$ cat config.mk
export PLATFORM = sky130hd
export DESIGN_NAME = tpc_capture
export DESIGN_NICKNAME = d
export VERILOG_FILES = /design/src/tpc_pkg.sv /design/src/tpc_word_reg.sv /design/src/tpc_capture.sv
export SDC_FILE = /design/constraint.sdc
export NUM_CORES = 1
export LEC_CHECK = 0
export BUFFER_PORTS_ARGS = -buffer_cell sky130_fd_sc_hd__buf_2
export CORE_ASPECT_RATIO = 0.6
export CORE_MARGIN = 1
export CORE_UTILIZATION = 30
export CTS_CLUSTER_DIAMETER = 80
export DETAILED_ROUTE_END_ITERATION = 12
export PLACE_DENSITY = 0.52
export SYNTH_ARGS = -nofsm -noshare
export SYNTH_HDL_FRONTEND = slang
export SYNTH_SLANG_ARGS = --single-unit
$ cat constraint.sdc
create_clock -name clock -period 1.23 [get_ports clock]
set_input_delay 0.246 -clock clock [delete_from_list [all_inputs] [get_ports clock]]
set_output_delay 0.246 -clock clock [all_outputs]
set_load 0.01 [all_outputs]
$ cat src/tpc_pkg.sv
// package of constants for the trace port capture front end
// assumes a single 20 MHz system clock, no software registers
package tpc_pkg;

    localparam int unsigned CLK_PERIOD_NS   = 50;
    localparam int unsigned TRACE_LINES     = 20;
    localparam int unsigned WORD_W          = 20;
    localparam int unsigned FULL_MIN_MHZ    = 1;
    localparam int unsigned FULL_MAX_MHZ    = 200;
    localparam int unsigned HALF_MAX_MHZ    = 100;
    localparam int unsigned TPERIOD_MAX_NS  = 1000;
    localparam int unsigned TPERIOD_MIN_NS  = 5;
    // longest trace clock period in system clocks, rounded down
    localparam int unsigned TPERIOD_MAX_CYC =
        (TPERIOD_MAX_NS / CLK_PERIOD_NS) < 1 ? 1 :
        (TPERIOD_MAX_NS / CLK_PERIOD_NS);

    // port width selection
    localparam logic [1:0] WIDTH_4  = 2'h0;
    localparam logic [1:0] WIDTH_8  = 2'h1;
    localparam logic [1:0] WIDTH_16 = 2'h2;

    // architecture version selection
    localparam logic [1:0] ARCH_V1 = 2'h0;
    localparam logic [1:0] ARCH_V2 = 2'h1;
    localparam logic [1:0] ARCH_V3 = 2'h2;

    // packed word layout
    localparam int unsigned F_DATA_LSB  = 0;
    localparam int unsigned F_DATA_W    = 16;
    localparam int unsigned F_STAT_LSB  = 16;
    localparam int unsigned F_STAT_W    = 4;
    localparam int unsigned F_SYNC_BIT  = 19;
    localparam int unsigned F_CTL_BIT   = 16;

    // line numbers (1 based) of the connector
    localparam int unsigned LN_STAT0 = 1;
    localparam int unsigned LN_STAT3 = 4;
    localparam int unsigned LN_PKT0  = 5;
    localparam int unsigned LN_V3D1  = 6;
    localparam int unsigned LN_V3CTL = 2;
    localparam int unsigned LN_V3HI  = 3;
    localparam int unsigned LN_V3LO0 = 4;
    localparam int unsigned LN_V3LO1 = 5;

    // active data lanes of the narrow port widths
    localparam int unsigned LANES_4     = 4;
    localparam int unsigned LANES_8     = 8;
    // version 1 carries three status bits, sync takes the fourth place
    localparam int unsigned F_STAT_V1_W = 3;

    typedef enum logic [1:0] {
        TPC_IDLE = 2'b00,
        TPC_RUN  = 2'b01,
        TPC_LOST = 2'b10
    } tpc_state_t;

endpackage : tpc_pkg

$ cat src/tpc_word_reg.sv
// one-word holding register between capture and trace storage
// assumes the storage side drains with a ready on the same clock
`timescale 1ns/1ps
module tpc_word_reg
    import tpc_pkg::*;
#(
    parameter int unsigned W = WORD_W
) (
    input  wire logic         clock,
    input  wire logic         reset,
    input  wire logic         in_valid,
    input  wire logic [W-1:0] in_word,
    output logic              in_ready,
    output logic              out_valid,
    output logic [W-1:0]      out_word,
    input  wire logic         out_ready
);
    always_ff @(posedge clock) begin
        if (reset) begin
            out_valid <= 1'b0;
        end else if (in_valid && in_ready) begin
            out_valid <= 1'b1;
        end else if (out_ready) begin
            out_valid <= 1'b0;
        end
    end

    always_ff @(posedge clock) begin
        if (reset) begin
            out_word <= '0;
        end else if (in_valid && in_ready) begin
            out_word <= in_word;
        end
    end

    assign in_ready = !out_valid || out_ready;
endmodule : tpc_word_reg

$ cat src/tpc_capture.sv
// trace port capture front end: samples connector trace lines on the
// trace clock edges, maps them per architecture, packs and forwards
// assumes trace lines and trace clock come from pins (asynchronous)
`timescale 1ns/1ps

// Contract
// - sample status, sync, packet lines on rising, or both edges
// - support 4, 8 and 16 bit data widths, mask inactive lines
// - versions 1,2: lines 1-3 status, 5-20 packet, line 4 sync/status3
// - version 3: line 1 data0, line 2 control, 6-20 data 1-15
// - full rate accepts trace clock 1 to 200 MHz; sampled here by the 20 MHz system clock, it is followed only below 10 MHz
// - half rate: new data each edge, clock at most 100 MHz; sampled here by the 20 MHz system clock, edges are followed only below 10 MHz
module tpc_capture
    import tpc_pkg::*;
#(
    parameter int unsigned LINES = TRACE_LINES
) (
    input  wire logic             clock,
    input  wire logic             reset,
    input  wire logic             trace_sample_clock,
    input  wire logic [LINES-1:0] trace_lines,
    input  wire logic             both_edges,
    input  wire logic [1:0]       port_width,
    input  wire logic [1:0]       arch_version,
    input  wire logic             capture_enable,
    output logic                  word_valid,
    output logic [WORD_W-1:0]     word_data,
    input  wire logic             word_ready,
    output logic                  overrun_reg,
    output logic                  clock_stalled_reg,
    output logic                  v3_fixed_error_reg
);
    // ------------------------------------------------------------
    // pin synchronisers
    // ------------------------------------------------------------
    logic             clk_meta_reg;
    logic             clk_sync_reg;
    logic             clk_prev_reg;
    logic [LINES-1:0] lines_meta_reg;
    logic [LINES-1:0] lines_sync_reg;

    always_ff @(posedge clock) begin
        if (reset) begin
            clk_meta_reg   <= 1'b0;
            clk_sync_reg   <= 1'b0;
            clk_prev_reg   <= 1'b0;
            lines_meta_reg <= '0;
            lines_sync_reg <= '0;
        end else begin
            clk_meta_reg   <= trace_sample_clock;
            clk_sync_reg   <= clk_meta_reg;
            clk_prev_reg   <= clk_sync_reg;
            lines_meta_reg <= trace_lines;
            lines_sync_reg <= lines_meta_reg;
        end
    end

    // ------------------------------------------------------------
    // edge selection
    // ------------------------------------------------------------
    logic rise;
    logic fall;
    logic take;
    assign rise = clk_sync_reg && !clk_prev_reg;
    assign fall = !clk_sync_reg && clk_prev_reg;
    // rising only, or each edge for half-rate clocking
    assign take = rise || (both_edges && fall);

    // ------------------------------------------------------------
    // width mask, one bit per data lane
    // ------------------------------------------------------------
    logic [F_DATA_W-1:0] width_mask;
    genvar gi;
    generate
        for (gi = 0; gi < F_DATA_W; gi++) begin : g_mask
            always_comb begin
                case (port_width)
                    WIDTH_4:  width_mask[gi] = (gi < LANES_4);
                    WIDTH_8:  width_mask[gi] = (gi < LANES_8);
                    default:  width_mask[gi] = 1'b1;
                endcase
            end
        end
    endgenerate

    // ------------------------------------------------------------
    // line mapping per architecture version
    // ------------------------------------------------------------
    logic [WORD_W-1:0]   packed_word;
    logic [F_DATA_W-1:0] pkt_raw;
    logic [F_DATA_W-1:0] v3_raw;
    logic                fixed_bad;

    // packet lanes: lines 5..20 (index 4..19)
    assign pkt_raw = lines_sync_reg[LN_PKT0-1 +: F_DATA_W];
    // version 3 data: bit0 on line 1, bits 1..15 on lines 6..20
    assign v3_raw  = {lines_sync_reg[LN_V3D1-1 +: F_DATA_W-1],
                      lines_sync_reg[LN_STAT0-1]};
    // lines 3,4,5 must read 1,0,0 in version 3
    assign fixed_bad = !lines_sync_reg[LN_V3HI-1]
                       || lines_sync_reg[LN_V3LO0-1]
                       || lines_sync_reg[LN_V3LO1-1];

    always_comb begin
        packed_word = '0;
        case (arch_version)
            ARCH_V1: begin
                packed_word[F_DATA_LSB +: F_DATA_W] =
                    pkt_raw & width_mask;
                packed_word[F_STAT_LSB +: F_STAT_V1_W] =
                    lines_sync_reg[LN_STAT0-1 +: F_STAT_V1_W];
                packed_word[F_SYNC_BIT] =
                    lines_sync_reg[LN_STAT3-1];
            end
            ARCH_V2: begin
                packed_word[F_DATA_LSB +: F_DATA_W] =
                    pkt_raw & width_mask;
                packed_word[F_STAT_LSB +: F_STAT_W] =
                    lines_sync_reg[LN_STAT0-1 +: F_STAT_W];
            end
            ARCH_V3: begin
                packed_word[F_DATA_LSB +: F_DATA_W] =
                    v3_raw & width_mask;
                packed_word[F_CTL_BIT] =
                    lines_sync_reg[LN_V3CTL-1];
            end
            default: begin
                packed_word = '0;
            end
        endcase
    end

    // ------------------------------------------------------------
    // trace clock watchdog: slower than 1 MHz counts as stalled
    // ------------------------------------------------------------
    localparam int unsigned WD_W = $clog2(TPERIOD_MAX_CYC + 1) + 1;
    localparam logic [WD_W-1:0] WD_LIMIT = WD_W'(TPERIOD_MAX_CYC);
    logic [WD_W-1:0] wd_reg;
    tpc_state_t      state_reg;

    always_ff @(posedge clock) begin
        if (reset || rise) begin
            wd_reg <= '0;
        end else if (wd_reg != WD_LIMIT) begin
            wd_reg <= wd_reg + WD_W'(1);
        end
    end

    always_ff @(posedge clock) begin
        if (reset) begin
            state_reg <= TPC_IDLE;
        end else begin
            case (state_reg)
                TPC_IDLE: if (capture_enable && rise) state_reg <= TPC_RUN;
                TPC_RUN: begin
                    if (!capture_enable) begin
                        state_reg <= TPC_IDLE;
                    end else if (wd_reg == WD_LIMIT) begin
                        state_reg <= TPC_LOST;
                    end
                end
                TPC_LOST: begin
                    if (!capture_enable) begin
                        state_reg <= TPC_IDLE;
                    end else if (rise) begin
                        state_reg <= TPC_RUN;
                    end
                end
                default: state_reg <= TPC_IDLE;
            endcase
        end
    end

    always_ff @(posedge clock) begin
        if (reset) begin
            clock_stalled_reg <= 1'b0;
        end else begin
            clock_stalled_reg <= (state_reg == TPC_LOST);
        end
    end

    // ------------------------------------------------------------
    // forwarding into the holding register
    // ------------------------------------------------------------
    logic cap_valid;
    logic cap_ready;
    // the enabling rise itself is the first word kept
    assign cap_valid = take && (state_reg != TPC_IDLE
                                || (capture_enable && rise));

    tpc_word_reg #(.W(WORD_W)) u_hold (
        .clock     (clock),
        .reset     (reset),
        .in_valid  (cap_valid),
        .in_word   (packed_word),
        .in_ready  (cap_ready),
        .out_valid (word_valid),
        .out_word  (word_data),
        .out_ready (word_ready)
    );

    // a sample that cannot be stored is flagged, never silently lost
    always_ff @(posedge clock) begin
        if (reset) begin
            overrun_reg <= 1'b0;
        end else if (cap_valid && !cap_ready) begin
            overrun_reg <= 1'b1;
        end else if (!capture_enable) begin
            overrun_reg <= 1'b0;
        end
    end

    always_ff @(posedge clock) begin
        if (reset) begin
            v3_fixed_error_reg <= 1'b0;
        end else if (cap_valid && arch_version == ARCH_V3 && fixed_bad) begin
            v3_fixed_error_reg <= 1'b1;
        end else if (!capture_enable) begin
            v3_fixed_error_reg <= 1'b0;
        end
    end

    // ------------------------------------------------------------
    // checks
    // ------------------------------------------------------------
    chk_word_on_edge: assert property (@(posedge clock) disable iff (reset)
        cap_valid && cap_ready |=> word_valid && word_data == $past(packed_word))
        else $error("captured word not presented");
    chk_rise_takes: assert property (@(posedge clock) disable iff (reset)
        rise && state_reg == TPC_RUN |-> cap_valid)
        else $error("rising edge not sampled");
    chk_fall_mode: assert property (@(posedge clock) disable iff (reset)
        fall && !both_edges |-> !cap_valid)
        else $error("falling edge sampled in rising mode");
    chk_fall_both: assert property (@(posedge clock) disable iff (reset)
        fall && both_edges && state_reg != TPC_IDLE |-> cap_valid)
        else $error("falling edge missed in half rate");
    chk_width_mask: assert property (@(posedge clock) disable iff (reset)
        port_width == WIDTH_4 |-> packed_word[F_DATA_W-1:LANES_4] == '0)
        else $error("inactive lanes not masked");
    chk_v2_status: assert property (@(posedge clock) disable iff (reset)
        arch_version == ARCH_V2 |->
        packed_word[F_STAT_LSB+F_STAT_W-1] == lines_sync_reg[LN_STAT3-1])
        else $error("status bit 3 mapping wrong");
    chk_v3_ctl: assert property (@(posedge clock) disable iff (reset)
        arch_version == ARCH_V3 |->
        packed_word[F_CTL_BIT] == lines_sync_reg[LN_V3CTL-1]
        && packed_word[F_DATA_LSB] == lines_sync_reg[LN_STAT0-1])
        else $error("version 3 mapping wrong");
    chk_hold_stall: assert property (@(posedge clock) disable iff (reset)
        word_valid && !word_ready |=> word_valid && $stable(word_data))
        else $error("word changed under stall");
    chk_stall_det: assert property (@(posedge clock) disable iff (reset)
        state_reg == TPC_RUN && capture_enable && wd_reg == WD_LIMIT
        |=> state_reg == TPC_LOST)
        else $error("slow clock not detected");
    chk_first_word: assert property (@(posedge clock) disable iff (reset)
        state_reg == TPC_IDLE && capture_enable && rise && cap_ready
        |=> word_valid)
        else $error("first edge after enable dropped");
endmodule : tpc_capture

==> impl_metrics.toml <==
[clocking]
htreeDepth = 3
cts-hold-fix-buffers = 0
insertion_delay_ns = 0.33
cts_tree = "built"
cts-root-buf = "clkbuf_16"
cts_buffer_depth = 2
cts_buffers = 9
clkSinkCount = 75
cts.clk_slew.worst_paths_ns = 0.06

[logic_synthesis]
synth-seq-cells = 75
synth.area.top_cells = "dfxtp_1, nor2b_1, mux2i_1"
netlist_instances = 248
synth_nets = 280
syn_avg_cell_area_sq_um = 10.50
yosysSeqAreaShare_pct = 57.64
netlist_area_sq_um = 2605
synthDistinctLibCells = 33
yosysTopAreaCellShare_pct = 57.64
yosysWarnings = 0
synth_top_cell_by_area = "dfxtp_1"

[setup_path]
slowest_delay_ns = 0.32
critPathBufInv = 2
path_delay_family = "simple AND/OR/NAND/NOR gates"
crit_fanout = 4
timing.setup.critical_path_class = "flop to flop"
crit_path_top_delay_cell = "dfxtp_2"
required_ns = 1.44
crit_chain = "inv_2 > ha_4 > nand4b_1 > nor2_4 > buf_12 > mux2i_1 > nor2_1"
endpoint_kind = "flop"
arrival_ns = 1.52
critPathLaunchType = "flop"

[timing]
period_needed_ns = 1.314
setup_viol = 19
fin_crit_sh_pct = 106.9
setup_tns_ns = -0.8075
fmax_ghz = 0.7608
skew_ns = 0.004167
slew_viol_final = 0
layout_setup_ws_ns = -0.08436
relSlewSlack_pct = 78.98
holdWs_ns = 0.1248
worst_pin_slew_ns = 0.3154
hold_violations = 0
rsz0062_at_grt = "true"

[pwr]
p_sw_mw = 1.123
sequentialPowerShare_pct = 43.4
netSwitchingFraction_pct = 19.23
comb_power_share_pct = 5.2
internal_power_mw = 4.717
p_leak_nw = 1.621
clkPwrFrac_pct = 51.4
powerDensity_nw_per_um2 = 1629
ir_drop_mv = 0.6593

[final_layout]
area_growth_pct = 37.66
final_cell_mix = "dfxtp_1, buf_2, nor2b_1"
diodes = 0
drive_gt1_share_pct = 34.44
fin_area_sq_um = 3586
final_net_count = 358
layout_commonest_cell = "dfxtp_1"
fin_util_pct = 44.09

[grt]
overflow = 0
use_met1_pct = 15.51
grt_pass1_vias = 1685
grt_max_degree = 35
met2_usage_pct = 16.23
grt_pass1_wl_um = 7817
met3_usage_pct = 6.672
antenna_found_initial = 0
grt_usage_pct = 12.01
busiest_layer = "met2"

[routing]
drt_wl_total_um = 4854
antenna_left = 0
drtPass1Iterations = 4
drt_iter0_drc = 64
vias = 1770
wl_per_cell_um = 11.06
drc = 0
viasPerCell = 4.032

[run_status]
outcome = "finished, violations left"
violations = "setup timing"

[floorplan]
fp.coreArea_sq_um = 8133
rows = 25
ios = 54
start_util_pct = 32.03
die-height_um = 74.18
dieArea_sq_um = 9072
die_x_um = 122.3

[job]
drv_cap = 0

[placement]
numPortBuffers = 53
dpl.hpwl_um = 3445
routabilityCongestion = 0.7496
placed_cell_area_sq_um = 3148

[hold_path]
hold_path_class = "input pin to flop"
-- synth_stat cells --
cell,count
a21oi_1,5
a21oi_2,1
a31oi_1,1
and2_1,2
and3b_1,1
buf_2,1
buf_4,1
buf_6,1
clkbuf_1,7
clkbuf_2,1
dfxtp_1,75
ha_1,2
inv_1,3
mux2_4,2
mux2i_1,19
nand2_1,20
nand2b_1,21
nand3_1,2
nand3b_1,1
nand4b_1,1
nor2_1,13
nor2_2,1
nor2b_1,50
nor3_1,3
nor3b_1,1
o211ai_1,1
o21a_1,1
o21ai_0,1
o21bai_2,1
o22ai_1,1
or3b_2,3
xnor2_1,2
xor2_1,3
-- kinds of logic (layout without fill, tap and decap cells) --
kind of cell / count (synthesis) / in the layout / synth area share (%)
compound gates: 12 / 12 / 2.978
xor+xnor: 5 / 5 / 1.681
fa+ha+maj: 2 / 2 / 0.9605
buf+inv: 14 / 97 / 2.545
flops: 75 / 75 / 57.64
mux: 21 / 21 / 8.453
simple gates: 119 / 119 / 25.75
-- area by class of cell --
cell class	instances	area (sq um)
Inverter	3	11.26
Sequential cell	75	1506
Clock inverter	6	112.6
Multi-Input combinational cell	159	1087
Timing Repair Buffer	78	494.2
Clock buffer	10	239.0
Fill cell	804	4547
Tap cell	108	135.1
-- stage by stage --
step	instances	power, mW	setup slack [ns]
finish	439	5.841	-0.08436
global route	439	6.093	-0.1590
CTS	437	5.940	-0.06945
detailed placement	420	2.876	-0.1622
global placement	420	2.873	-0.1050
floorplan	248	2.737	-0.08490
-- power groups by stage --
stage                     combinational, mW  sequential (mW)  clock, mW
after detailed placement              0.293             2.58          0
after global routing                  0.342             2.54       3.21
after CTS                             0.308             2.53       3.10
final                                 0.305             2.53       3.00
after floorplan                       0.156             2.58          0
after global placement                0.291             2.58          0
-- final timing paths --
path | slack, ns | endpoint | cells after the start | start
min | 0.12 | lines_meta_reg[16] | 2 | trace_lines[16]
max | -0.08 | wd_reg[1] | 7 | wd_reg[0]
min reg2reg | 0.43 | lines_sync_reg[14] | 1 | lines_meta_reg[14]
max reg2reg | -0.08 | wd_reg[1] | 7 | wd_reg[0]
-- what timing repair did --
action,in CTS,in global routing
gates resized for setup,11,4
pin swaps,4,4
setup buffers,1,2
endpoints found under the setup margin,24,27
-- per-layer routing --
layer  vias up  routed length (um)
li1        948                   -
met1       768                2574
met2        46                1822
met3         8                 374
met4         0                  82
met5         -                   0
Power figures use the tool's default switching activity.
